[src/rtl/sfm_pkg.sv]
// Function
// - any detected fault turns the power output stage off
// - only latched-class fault sources are held in the fault latch
// - status LED blinks as many times as the reported fault code
// - feedback device communication failure reports code 17
// - option card watchdog timeout reports code 18
// - step overflow or following error beyond 128 revs reports 19
// - option card fault reports 20, extended code aux or none
// - non-latched faults re-enable the stage once their cause is gone
// - enable input in disable state, or power cycle, clears latched faults
// - self-resetting faults keep drive off 50 to 100 ms after clearing
// - with several faults active only the highest priority is shown; a shown code is kept until its fault is gone, even if a higher one arrives
// - after clear and enable cycle, show highest fault still present
// - over-voltage clears only below threshold minus hysteresis
package sfm_pkg;

  // ----------------------------------------------------------------
  // fault codes
  // ----------------------------------------------------------------
  localparam int NUM_CODES = 20;
  localparam int CODE_W = 5;
  localparam logic [4:0] CODE_NONE = 5'h00;
  localparam logic [4:0] CODE_ONE = 5'h01;
  localparam logic [4:0] CODE_OVERVOLT = 5'h07;
  localparam logic [4:0] CODE_UNDERVOLT = 5'h08;
  localparam logic [4:0] CODE_FB_COMM = 5'h11;
  localparam logic [4:0] CODE_OPT_WDOG = 5'h12;
  localparam logic [4:0] CODE_POS_ERR = 5'h13;
  localparam logic [4:0] CODE_OPT_CARD = 5'h14;

  // bit i stands for code i+1; codes 7 and 8 reset themselves
  localparam logic [19:0] LATCH_CLASS = 20'hFFF3F;

  // highest priority first
  localparam logic [4:0] PRIO_ORDER [NUM_CODES] = '{
    5'h09, 5'h0A, 5'h0D, 5'h07, 5'h08, 5'h0B, 5'h0C, 5'h0E, 5'h0F, 5'h10,
    5'h11, 5'h12, 5'h13, 5'h14, 5'h01, 5'h02, 5'h03, 5'h04, 5'h05, 5'h06
  };

  // ----------------------------------------------------------------
  // extended fault code
  // ----------------------------------------------------------------
  typedef enum logic [1:0] {
    SFM_EXT_NONE = 2'h0,
    SFM_EXT_STEP_OVF = 2'h1,
    SFM_EXT_POS_OVF = 2'h2,
    SFM_EXT_AUX_FB = 2'h3
  } sfm_ext_t;

  localparam int FE_LIMIT_REVS = 128;

  // ----------------------------------------------------------------
  // pin vector layout
  // ----------------------------------------------------------------
  localparam int PIN_W = 25;
  localparam int PIN_OV_ABOVE = 20;
  localparam int PIN_OV_BELOW = 21;
  localparam int PIN_ENABLE_N = 22;
  localparam int PIN_AUX_FB = 23;
  localparam int PIN_SYNC_LOSS = 24;

  // ----------------------------------------------------------------
  // timing
  // ----------------------------------------------------------------
  localparam int CLK_HZ = 125_000_000;
  localparam int CYC_PER_MS = CLK_HZ / 1000;
  localparam int HOLDOFF_MS = 50;
  localparam int HOLDOFF_CYC = HOLDOFF_MS * CYC_PER_MS;
  localparam int BLINK_ON_MS = 250;
  localparam int BLINK_OFF_MS = 250;
  localparam int BLINK_GAP_MS = 1500;
  localparam int BLINK_ON_CYC = BLINK_ON_MS * CYC_PER_MS;
  localparam int BLINK_OFF_CYC = BLINK_OFF_MS * CYC_PER_MS;
  localparam int BLINK_GAP_CYC = BLINK_GAP_MS * CYC_PER_MS;
  localparam int CNT_W = 32;

endpackage : sfm_pkg

[src/rtl/sfm_blink_if.sv]
`timescale 1ns/1ps
interface sfm_blink_if;
  logic [4:0] code;
  logic led;
  logic busy;
  modport mgr (output code, input led, input busy);
  modport gen (input code, output led, output busy);
endinterface : sfm_blink_if

[src/rtl/sfm_blink.sv]
`timescale 1ns/1ps
module sfm_blink #(
  parameter int ON_CYC = sfm_pkg::BLINK_ON_CYC,
  parameter int OFF_CYC = sfm_pkg::BLINK_OFF_CYC,
  parameter int GAP_CYC = sfm_pkg::BLINK_GAP_CYC
) (
  input wire logic sys_clk_in,
  input wire logic reset_n_in,
  sfm_blink_if.gen blink
);

  if (ON_CYC < 1 || OFF_CYC < 1 || GAP_CYC < 1)
  begin : g_chk
    $error("blink times must be at least one cycle");
  end

  typedef enum logic [3:0] {
    SFM_BL_IDLE = 4'h1,
    SFM_BL_ON = 4'h2,
    SFM_BL_OFF = 4'h4,
    SFM_BL_GAP = 4'h8
  } sfm_bl_state_t;

  typedef struct packed {
    sfm_bl_state_t state;
    logic [sfm_pkg::CNT_W-1:0] cnt;
    logic [4:0] left;
    logic led;
  } sfm_bl_t;

  sfm_bl_t cur_ff;
  sfm_bl_t nxt_cur;

  localparam logic [31:0] ON_LAST = 32'(ON_CYC - 1);
  localparam logic [31:0] OFF_LAST = 32'(OFF_CYC - 1);
  localparam logic [31:0] GAP_LAST = 32'(GAP_CYC - 1);

  // ----------------------------------------------------------------
  // sequencer
  // ----------------------------------------------------------------
  // code is sampled only between sequences so a count is never cut short
  always_comb
  begin
    nxt_cur = cur_ff;
    if (cur_ff.cnt != 32'h0)
    begin
      nxt_cur.cnt = cur_ff.cnt - 32'h1;
    end
    unique case (cur_ff.state)
      SFM_BL_IDLE:
      begin
        if (blink.code != sfm_pkg::CODE_NONE)
        begin
          nxt_cur.state = SFM_BL_ON;
          nxt_cur.left = blink.code;
          nxt_cur.cnt = ON_LAST;
          nxt_cur.led = 1'b1;
        end
      end
      SFM_BL_ON:
      begin
        if (cur_ff.cnt == 32'h0)
        begin
          nxt_cur.led = 1'b0;
          nxt_cur.left = cur_ff.left - 5'h01;
          if (cur_ff.left == 5'h01)
          begin
            nxt_cur.state = SFM_BL_GAP;
            nxt_cur.cnt = GAP_LAST;
          end
          else
          begin
            nxt_cur.state = SFM_BL_OFF;
            nxt_cur.cnt = OFF_LAST;
          end
        end
      end
      SFM_BL_OFF:
      begin
        if (cur_ff.cnt == 32'h0)
        begin
          nxt_cur.state = SFM_BL_ON;
          nxt_cur.cnt = ON_LAST;
          nxt_cur.led = 1'b1;
        end
      end
      SFM_BL_GAP:
      begin
        if (cur_ff.cnt == 32'h0)
        begin
          nxt_cur.state = SFM_BL_IDLE;
        end
      end
      default:
      begin
        nxt_cur.state = SFM_BL_IDLE;
        nxt_cur.led = 1'b0;
      end
    endcase
  end

  always_ff @(posedge sys_clk_in or negedge reset_n_in)
  begin
    if (!reset_n_in)
    begin
      cur_ff <= '{state: SFM_BL_IDLE, cnt: '0, left: 5'h00, led: 1'b0};
    end
    else
    begin
      cur_ff <= nxt_cur;
    end
  end

  assign blink.led = cur_ff.led;
  assign blink.busy = (cur_ff.state != SFM_BL_IDLE);

endmodule : sfm_blink

[src/rtl/sfm_fault_mgr.sv]
`timescale 1ns/1ps
module sfm_fault_mgr #(
  parameter int FE_W = 16,
  parameter int HOLDOFF_CYC = sfm_pkg::HOLDOFF_CYC,
  parameter int BLINK_ON_CYC = sfm_pkg::BLINK_ON_CYC,
  parameter int BLINK_OFF_CYC = sfm_pkg::BLINK_OFF_CYC,
  parameter int BLINK_GAP_CYC = sfm_pkg::BLINK_GAP_CYC
) (
  input wire logic sys_clk_in,
  input wire logic reset_n_in,
  input wire logic [19:0] fault_det_in,
  input wire logic bus_ov_above_in,
  input wire logic bus_ov_below_hyst_in,
  input wire logic enable_n_in,
  input wire logic aux_feedback_fault_in,
  input wire logic controller_sync_loss_in,
  input wire logic step_size_overflow_in,
  input wire logic signed [FE_W-1:0] following_error_in,
  output logic power_stage_en_out,
  output logic fault_active_out,
  output logic [4:0] fault_code_out,
  output logic [1:0] extended_fault_code_out,
  output logic [19:0] latched_faults_out,
  output logic status_led_out
);

  // ----------------------------------------------------------------
  // build-time checks
  // ----------------------------------------------------------------
  if (FE_W < 9)
  begin : g_chk
    $error("following error must hold 128");
  end

  if (HOLDOFF_CYC < 1)
  begin : g_chk_hold
    $error("holdoff must be at least one cycle");
  end

  // the pin vector is packed by hand from the ports above
  if (sfm_pkg::PIN_W != 25)
  begin : g_chk_pins
    $error("pin vector width does not match the port list");
  end

  if (sfm_pkg::NUM_CODES != 20)
  begin : g_chk_codes
    $error("code count does not match the fault input width");
  end

  // over- and under-voltage clear themselves and must never latch
  if (sfm_pkg::LATCH_CLASS[6] || sfm_pkg::LATCH_CLASS[7])
  begin : g_chk_class
    $error("self-resetting codes marked as latched");
  end

  if (BLINK_ON_CYC < 1 || BLINK_OFF_CYC < 1 || BLINK_GAP_CYC < 1)
  begin : g_chk_blink
    $error("blink times must be at least one cycle");
  end

  // a code listed twice would hide another one from the display
  for (genvar a = 0; a < sfm_pkg::NUM_CODES; a++)
  begin : g_prio_a
    for (genvar b = a + 1; b < sfm_pkg::NUM_CODES; b++)
    begin : g_prio_b
      if (sfm_pkg::PRIO_ORDER[a] == sfm_pkg::PRIO_ORDER[b])
      begin : g_dup
        $error("priority table lists a code twice");
      end
    end
  end

  for (genvar c = 0; c < sfm_pkg::NUM_CODES; c++)
  begin : g_prio_c
    if (sfm_pkg::PRIO_ORDER[c] == sfm_pkg::CODE_NONE ||
        sfm_pkg::PRIO_ORDER[c] > 5'(sfm_pkg::NUM_CODES))
    begin : g_range
      $error("priority table holds a code outside the code range");
    end
  end

  localparam int PW = sfm_pkg::PIN_W;
  localparam logic [31:0] HOLD_LAST = 32'(HOLDOFF_CYC - 1);
  localparam logic signed [FE_W-1:0] FE_POS =
    FE_W'(sfm_pkg::FE_LIMIT_REVS);
  localparam logic signed [FE_W-1:0] FE_NEG =
    FE_W'(-sfm_pkg::FE_LIMIT_REVS);
  localparam logic [19:0] SELF_CLASS = ~sfm_pkg::LATCH_CLASS;

  // ----------------------------------------------------------------
  // state
  // ----------------------------------------------------------------
  typedef struct packed {
    logic [PW-1:0] s1;
    logic [PW-1:0] s2;
    logic [PW-1:0] s3;
    logic [PW-1:0] filt;
    logic ov;
    logic [19:0] latched;
    logic [31:0] hold;
    logic power_en;
    logic [4:0] shown;
    sfm_pkg::sfm_ext_t ext;
  } sfm_mgr_t;

  sfm_mgr_t cur_ff;
  sfm_mgr_t nxt_cur;

  logic [PW-1:0] pins;
  logic [19:0] present;
  logic [19:0] active;
  logic [19:0] self_now;
  logic clear_req;
  logic fe_ovf;
  logic opt_card;
  logic [4:0] best;
  logic shown_gone;
  logic shown_self;
  logic ext_event;
  sfm_pkg::sfm_ext_t ext_src;

  sfm_blink_if blink_bus ();

  assign pins = {controller_sync_loss_in, aux_feedback_fault_in,
                 enable_n_in, bus_ov_below_hyst_in, bus_ov_above_in,
                 fault_det_in};

  function automatic logic code_bit(input logic [19:0] vec,
                                    input logic [4:0] code);
    logic [4:0] idx;
    idx = code - sfm_pkg::CODE_ONE;
    code_bit = (code != sfm_pkg::CODE_NONE) && vec[idx];
  endfunction : code_bit

  // ----------------------------------------------------------------
  // fault collection
  // ----------------------------------------------------------------
  always_comb
  begin
    fe_ovf = (following_error_in > FE_POS) ||
             (following_error_in < FE_NEG);
    opt_card = cur_ff.filt[sfm_pkg::PIN_AUX_FB] ||
               cur_ff.filt[sfm_pkg::PIN_SYNC_LOSS];
    present = cur_ff.filt[19:0];
    // over-voltage follows the hysteresis latch, not the raw comparator
    present[sfm_pkg::CODE_OVERVOLT - sfm_pkg::CODE_ONE] = cur_ff.ov;
    present[sfm_pkg::CODE_POS_ERR - sfm_pkg::CODE_ONE] =
      cur_ff.filt[sfm_pkg::CODE_POS_ERR - sfm_pkg::CODE_ONE] ||
      step_size_overflow_in || fe_ovf;
    present[sfm_pkg::CODE_OPT_CARD - sfm_pkg::CODE_ONE] =
      cur_ff.filt[sfm_pkg::CODE_OPT_CARD - sfm_pkg::CODE_ONE] ||
      opt_card;
    clear_req = cur_ff.filt[sfm_pkg::PIN_ENABLE_N];
    self_now = present & SELF_CLASS;
    active = cur_ff.latched | self_now;
  end

  // ----------------------------------------------------------------
  // extended fault code source
  // ----------------------------------------------------------------
  // step overflow outranks following error, which outranks aux feedback;
  // sync loss gives no event, so the code keeps its last value
  always_comb
  begin
    ext_event = 1'b1;
    ext_src = sfm_pkg::SFM_EXT_NONE;
    if (step_size_overflow_in)
    begin
      ext_src = sfm_pkg::SFM_EXT_STEP_OVF;
    end
    else if (fe_ovf)
    begin
      ext_src = sfm_pkg::SFM_EXT_POS_OVF;
    end
    else if (cur_ff.filt[sfm_pkg::PIN_AUX_FB])
    begin
      ext_src = sfm_pkg::SFM_EXT_AUX_FB;
    end
    else
    begin
      ext_event = 1'b0;
    end
  end

  // ----------------------------------------------------------------
  // priority pick
  // ----------------------------------------------------------------
  always_comb
  begin
    best = sfm_pkg::CODE_NONE;
    for (int i = sfm_pkg::NUM_CODES - 1; i >= 0; i--)
    begin
      if (code_bit(active, sfm_pkg::PRIO_ORDER[i]))
      begin
        best = sfm_pkg::PRIO_ORDER[i];
      end
    end
    shown_gone = !code_bit(active, cur_ff.shown);
    shown_self = code_bit(SELF_CLASS, cur_ff.shown);
  end

  // ----------------------------------------------------------------
  // next state
  // ----------------------------------------------------------------
  always_comb
  begin
    nxt_cur = cur_ff;
    // three stages; a change counts once stages two and three agree
    nxt_cur.s1 = pins;
    nxt_cur.s2 = cur_ff.s1;
    nxt_cur.s3 = cur_ff.s2;
    nxt_cur.filt = (cur_ff.s2 & cur_ff.s3) |
                   (cur_ff.filt & (cur_ff.s2 | cur_ff.s3));

    if (cur_ff.filt[sfm_pkg::PIN_OV_ABOVE])
    begin
      nxt_cur.ov = 1'b1;
    end
    else if (cur_ff.filt[sfm_pkg::PIN_OV_BELOW])
    begin
      nxt_cur.ov = 1'b0;
    end

    // set wins over clear, so a fault still present while the
    // enable input is in disable stays latched
    nxt_cur.latched = (cur_ff.latched & {20{~clear_req}}) |
                      (present & sfm_pkg::LATCH_CLASS);

    if (self_now != 20'h0)
    begin
      nxt_cur.hold = HOLD_LAST;
    end
    else if (cur_ff.hold != 32'h0)
    begin
      nxt_cur.hold = cur_ff.hold - 32'h1;
    end

    // no external reset is needed for self-resetting faults
    // a fault seen now turns the stage off in the cycle it reaches the latch
    nxt_cur.power_en = !clear_req && (active == 20'h0) &&
                       (present == 20'h0) &&
                       (cur_ff.hold == 32'h0);

    if (clear_req)
    begin
      nxt_cur.ext = sfm_pkg::SFM_EXT_NONE;
    end
    if (ext_event)
    begin
      nxt_cur.ext = ext_src;
    end

    // a shown latched fault stays until the enable input is cycled
    if (cur_ff.shown == sfm_pkg::CODE_NONE ||
        (shown_gone && (clear_req || shown_self)))
    begin
      nxt_cur.shown = best;
    end
  end

  // ----------------------------------------------------------------
  // registers
  // ----------------------------------------------------------------
  always_ff @(posedge sys_clk_in or negedge reset_n_in)
  begin
    if (!reset_n_in)
    begin
      cur_ff <= '{s1: '0, s2: '0, s3: '0, filt: '0, ov: 1'b0,
                  latched: 20'h0, hold: 32'h0, power_en: 1'b0,
                  shown: 5'h00, ext: sfm_pkg::SFM_EXT_NONE};
    end
    else
    begin
      cur_ff <= nxt_cur;
    end
  end

  // ----------------------------------------------------------------
  // led and outputs
  // ----------------------------------------------------------------
  assign blink_bus.code = cur_ff.shown;

  sfm_blink #(
    .ON_CYC(BLINK_ON_CYC),
    .OFF_CYC(BLINK_OFF_CYC),
    .GAP_CYC(BLINK_GAP_CYC)
  ) u_blink (
    .sys_clk_in(sys_clk_in),
    .reset_n_in(reset_n_in),
    .blink(blink_bus.gen)
  );

  assign power_stage_en_out = cur_ff.power_en;
  assign fault_active_out = (cur_ff.shown != sfm_pkg::CODE_NONE);
  assign fault_code_out = cur_ff.shown;
  assign extended_fault_code_out = cur_ff.ext;
  assign latched_faults_out = cur_ff.latched;
  assign status_led_out = blink_bus.led;

endmodule : sfm_fault_mgr

[config.mk]
export PLATFORM = sky130hd
export DESIGN_NAME = sfm_fault_mgr
export DESIGN_NICKNAME = d
export VERILOG_FILES = /design/src/rtl/sfm_pkg.sv /design/src/rtl/sfm_blink_if.sv /design/src/rtl/sfm_blink.sv /design/src/rtl/sfm_fault_mgr.sv
export SDC_FILE = /design/constraint.sdc
export NUM_CORES = 1
export LEC_CHECK = 0
export BUFFER_PORTS_ARGS = -buffer_cell sky130_fd_sc_hd__buf_2
export CAP_MARGIN = 25
export CORE_UTILIZATION = 60
export DETAILED_ROUTE_END_ITERATION = 8
export PLACE_DENSITY = 0.79
export RECOVER_POWER = 50
export SLEW_MARGIN = 25
export SYNTH_ARGS = -nofsm -noshare
export SYNTH_HDL_FRONTEND = slang
export SYNTH_SLANG_ARGS = --single-unit
[constraint.sdc]
create_clock -name sys_clk_in -period 7.8 [get_ports sys_clk_in]
set_input_delay 0.78 -clock sys_clk_in [delete_from_list [all_inputs] [get_ports sys_clk_in]]
set_output_delay 0.78 -clock sys_clk_in [all_outputs]
set_load 0.01 [all_outputs]
* Word level (Yosys, flattened, before mapping)
Memories as Yosys holds them, arrays and structs flattened.
Cells that the tools add are included.
** Operators by class
- Add/sub/neg operators :: 4
- Multiply operators :: 0
- Div/mod/pow operators :: 0
- Magnitude comparators :: 3
- Eq/ne operators :: 9
- Shifts and indexed selects :: 0
- Mux-type cells :: 46
- Bitwise gates (word level) :: 9
- Reductions and logical operators :: 31
** Operators with widths (count)
- 2-to-1 mux 32 bit :: 3
- one-hot mux 32 bit (3 select lines) :: 1
- 2-to-1 mux 5 bit :: 17
- 2-to-1 mux 42 bit :: 2
- 2-to-1 mux 36 bit :: 2
- zero test 32 bit :: 2
- nonzero test 32 bit :: 2
- subtractor 32 x 1 -> 32 bit (second input constant) :: 2
- bitwise AND 25 bit :: 2
- bitwise OR 25 bit :: 2
- zero test 20 bit :: 2
- bitwise AND 20 bit :: 1
- bitwise OR 20 bit :: 1
- bitwise OR 20 x 8 -> 20 bit :: 1
- nonzero test 20 bit :: 1
- greater-than comparator 16 x 9 -> 1 bit (second input constant) :: 1
- < comparator 16 x 8 -> 1 bit (second input constant) :: 1
- one-hot mux 4 bit (4 select lines) :: 1
- 2-to-1 mux 2 bit :: 5
- one-hot mux 5 bit (2 select lines) :: 1
- subtractor 5 x 1 -> 5 bit (second input constant) :: 2
- 2-to-1 mux 3 bit :: 3
- 2-to-1 mux 1 bit :: 8
- AND reduction 4 bit :: 2
- 19 further kinds :: 37
** Storage, ports and cells
- Bits in registers :: 203
- Bits in latches :: 0
- Memory bits (writable) :: 0
- Memory bits (read-only) :: 32
- Logic and storage cells :: 117
- Memories kept :: 1
** Memories
- (no name shown) :: depth 32, bits a word 1, rd ports 1, clocked after memory_dff 0, write ports 0, line sfm_fault_mgr.sv:133 : code_bit = (code != sfm_pkg::CODE_NONE) && vec[idx];

* Longest topological paths before layout
- Depth in word-level cells :: 21
- Mapped depth :: 10
- Depth with buffers taken out :: 8

* Modules after synthesis
From an unflattened synthesis, not the netlist that was laid out.
** Second synthesis, totals
- Cell total of the unflattened synthesis :: 765
- Area, all modules :: 8770.9 µm²
** By module, submodules not included
- sfm_fault_mgr :: instances 1, cells each 489, area an instance 6268.5 µm², seq. area each 3928.8 µm²
- sfm_blink :: instances 1, cells each 276, area an instance 2502.4 µm², seq. area each 1052.3 µm²

* Least setup slack after synthesis
Ideal clock, no wire load.
- Kind :: register to register
- Start :: reg cur_ff (netlist bit fault_code_out[0])
- End :: reg u_blink.cur_ff[18] in the netlist's numbering
- Data arrival time :: 2.476 ns
- Required time :: 7.668 ns
- Path slack :: 5.193 ns
- Cell stages (with the launch flop) :: 10
- Buffers on the path :: 2
- Clock period less this slack :: 2.607 ns
- Cell sequence :: dfrtp_1 -> buf_2 -> inv_1 -> ha_1 -> or4b_1 -> clkbuf_1 -> nand3_1 -> o41a_1 -> a21oi_2 -> or3b_1
** RTL lines
- from (decl) :: line sfm_fault_mgr.sv:107 : sfm_mgr_t cur_ff;
- from (signal assigned) :: line sfm_fault_mgr.sv:269 : cur_ff <= '{s1: '0, s2: '0, s3: '0, filt: '0, ov: 1'b0,
- from (signal assigned) :: line sfm_fault_mgr.sv:275 : cur_ff <= nxt_cur;
- to (signal assigned) :: line sfm_blink.sv:106 : cur_ff <= '{state: SFM_BL_IDLE, cnt: '0, left: 5'h00, led: 1'b0};
- to (signal assigned) :: line sfm_blink.sv:110 : cur_ff <= nxt_cur;
- to (decl) :: line sfm_blink.sv:31 : sfm_bl_t cur_ff;

==> impl_metrics.ini <==
[outcome]
status = finished clean

[finish]
areaGrowthSynthToFinish_pct = 10.17
multi_input_area_um2 = 3331
final_area_um2 = 9569
layout.nets = 841
register_area_um2 = 4981
fill_cells = 1005
final_layout_size_suffix_gt1_share_pct = 18.80
antenna_cells = 0
final_cell_count_no_fill = 983

[pwr]
swShare_pct = 28.08
peakVddDrop_v = 0.0001944
combPwrFrac_pct = 12.7
power_density_nw_per_um2 = 238.8
leakage_nw = 3.939
internal-power_mw = 1.643
p_clk_share_pct = 36.4
pwr-share-seq_pct = 50.8
p_sw_mw = 0.6417

[clocking]
htreeDepth = 4
ctsResizeCount = 0
cts_setup_buffers = 0
numCtsBuffers = 17
cts_buffer_depth = 2
clk_pin_slew_worst_paths_ns = 0.08
cts_root_buf = clkbuf_16
cts.sinks = 199
cts_tree = done
clk_latency_ns = 0.44
cts_hold_buf = 0

[critical_path]
crit_chain = inv_1 -> ha_1 -> or4b_1 -> nand3_1 -> o41a_1 -> a21oi_2 -> or3b_1
cp-end-kind = flip-flop
required_ns = 8.12
path_buf_inv = 1
critical_path_arrival_ns = 3.41
crit_slowest_cell = or4b_1
critPathMaxStageDelay_ns = 0.62
cp_top_family = simple AND/OR/NAND/NOR gates
critical_path_class = reg2reg
cp-start-kind = flip-flop
crit_path_max_fanout = 11

[min_path]
holdCritPathClass = reg2reg

[route]
drc = 0
drt_iter0_drc = 423
vias = 6119
detail_route.wl_per_cell_um = 17.88
ant_nets = 0
routed_wl_mm = 17.58
drt-pass1-iter-count = 5
viasPerCell = 6.225

[floorplanning]
core_um2 = 13990
initial_core_util_pct = 62.09
die_height_um = 122.3
die-area_um2 = 14960
die_w_um = 122.3
ios = 74
row_count = 43

[placement]
numPortBuffers = 72
dpl_cell_area_um2 = 8996
gp_congestion = 0.8521
dpl.hpwl_mm = 11.91
dp.cells = 951
dp_slack_ns = 4.748

[logic_synthesis]
avgSynthCellArea_um2 = 11.69
synth_area_um2 = 8686
synth-seq-cells = 199
yosysTopAreaCellShare_pct = 57.04
synth_cells = 743
synth_area_leaders = dfrtp_1, maj3_1, buf_4, or4_1, nor2_1
synth.distinct_cells = 75
ys_seq_area_share_pct = 57.35
synth_most_common_cell = dfrtp_1
synth-edff-count = 0
async_flop_share_pct = 100.0
synth_top_cell_by_area = dfrtp_1
synth_nets = 793
ys_top_cells_by_count = dfrtp_1, nor2_1, nand2_1, a21oi_1, o21ai_0
ys.flop_type = dfrtp_1
yosys_warnings = 0

[timing]
fmax_mhz = 323.5
tns_ns = 0
skew_ns = 0.01162
hold_viol = 0
slew_headroom_pct = 41.95
finalSetupViolCount = 0
layout_min_cycle_time_ns = 3.091
worst_pin_slew_ns = 0.8708
post-route-period-util_pct = 39.63
setup_ws_ns = 4.709
hold_slack_ns = 0.3485
rsz0062_at_grt = false
slew_violations = 0

[grt]
grt.overflow.total = 0
grt_pass1_vias = 5977
grt_pass1_wl_mm = 29.26
grt_start_max_net_pins = 118
grtUsageTotal_pct = 25.30
antenna_found_initial = 0

[job]
drv_cap = 0
## power by group through the flow
stage,clock network (mW),logic [mW],registers [mW]
CTS,0.843,0.292,1.16
global route,0.888,0.325,1.17
global placement,0,0.276,1.18
detailed placement,0,0.289,1.18
floorplan,0,0.237,1.15
finish,0.833,0.290,1.16
## metal layers
metal	vias up	track usage, %	wire length [µm]
li1	2865	-	-
met1	3064	33.59	7855
met2	167	41.50	8687
met3	23	5.297	775
met4	0	8.689	262
met5	-	0	0
## flip-flops by register name (all words and copies together), names as in the netlist
register and cells:
cur_ff 128, u_blink.cur_ff 41, latched_faults_out 20, fault_code_out 5
extended_fault_code_out 2, clear_req 1, power_stage_en_out 1, u_blink.blink.led 1
## worst paths after layout
check	from	end	slack (ns)	depth (start not counted)
min	cur_ff[138]$_DFF_PN0_	cur_ff[113]$_DFF_PN0_	0.35	0
max	fault_code_out[0]$_DFFE_PN0P_	u_blink.cur_ff[18]$_DFF_PN0_	4.71	7
max in group asynchronous	reset_n_in	u_blink.cur_ff[28]$_DFF_PN0_	6.12	2
max reg2reg	fault_code_out[0]$_DFFE_PN0P_	u_blink.cur_ff[18]$_DFF_PN0_	4.71	7
min in group asynchronous	reset_n_in	cur_ff[102]$_DFF_PN0_	0.45	1
min reg2reg	cur_ff[138]$_DFF_PN0_	cur_ff[113]$_DFF_PN0_	0.35	0
## metrics by stage
| stage | power, mW | utilization, % |
|---|---|---|
| final | 2.285 | 68.41 |
| after global routing | 2.384 | 68.41 |
| after CTS | 2.297 | 68.29 |
| after detailed placement | 1.470 | 64.31 |
| after global placement | 1.452 | 64.31 |
| after floorplan | 1.387 | - |
## kinds of logic (layout without fill, tap and decap cells)
family | after synthesis | in the layout | share of synthesized area [%]
xor+xnor | 22 | 22 | 2.218
fa+ha+maj | 30 | 30 | 3.630
buf+inv | 67 | 127 | 4.393
compound gates | 161 | 161 | 13.17
flops | 199 | 199 | 57.35
mux | 14 | 14 | 2.291
simple gates | 250 | 250 | 16.95
## cells in the final DEF, fill, tap and decap left out, drive strengths merged, types with 4 or more instances in the layout
| cell type | count |
|---|---|
| xnor2 | 16 |
| clkinv | 6 |
| nor2b | 11 |
| or4b | 5 |
| nand3 | 25 |
| or2 | 7 |
| or3 | 20 |
| a21oi | 30 |
| clkbuf | 18 |
| inv | 27 |
| ha | 6 |
| a211oi | 6 |
| maj3 | 24 |
| o31ai | 19 |
| o41ai | 7 |
| or4 | 23 |
| a31oi | 8 |
| nand4 | 12 |
| a311oi | 4 |
| mux2 | 7 |
| mux4 | 4 |
| buf | 75 |
| nor3 | 22 |
| a21o | 22 |
| nor4b | 5 |
| nand2 | 33 |
| nor4 | 25 |
| nor2 | 45 |
| xor2 | 6 |
| o21ai | 29 |
| and3 | 6 |
| dfrtp | 198 |
| o211ai | 7 |
## layout make-up
type	instances	share of cell area, %
flip-flops and latches	199	52.05
multi-input cells	477	34.81
clock buffers	17	4.446
repair buffers	76	4.184
well taps	180	2.354
clock inverters	14	1.373
inverters	20	0.7845
## worst reg2reg max path: stages, from the launching register on
cell	delay (ns)
dfrtp_1	0.56
inv_1	0.16
ha_1	0.22
or4b_1	0.62
nand3_1	0.38
o41a_1	0.47
a21oi_2	0.16
or3b_1	0.41
No activity file was read; power rests on OpenSTA's default activity.
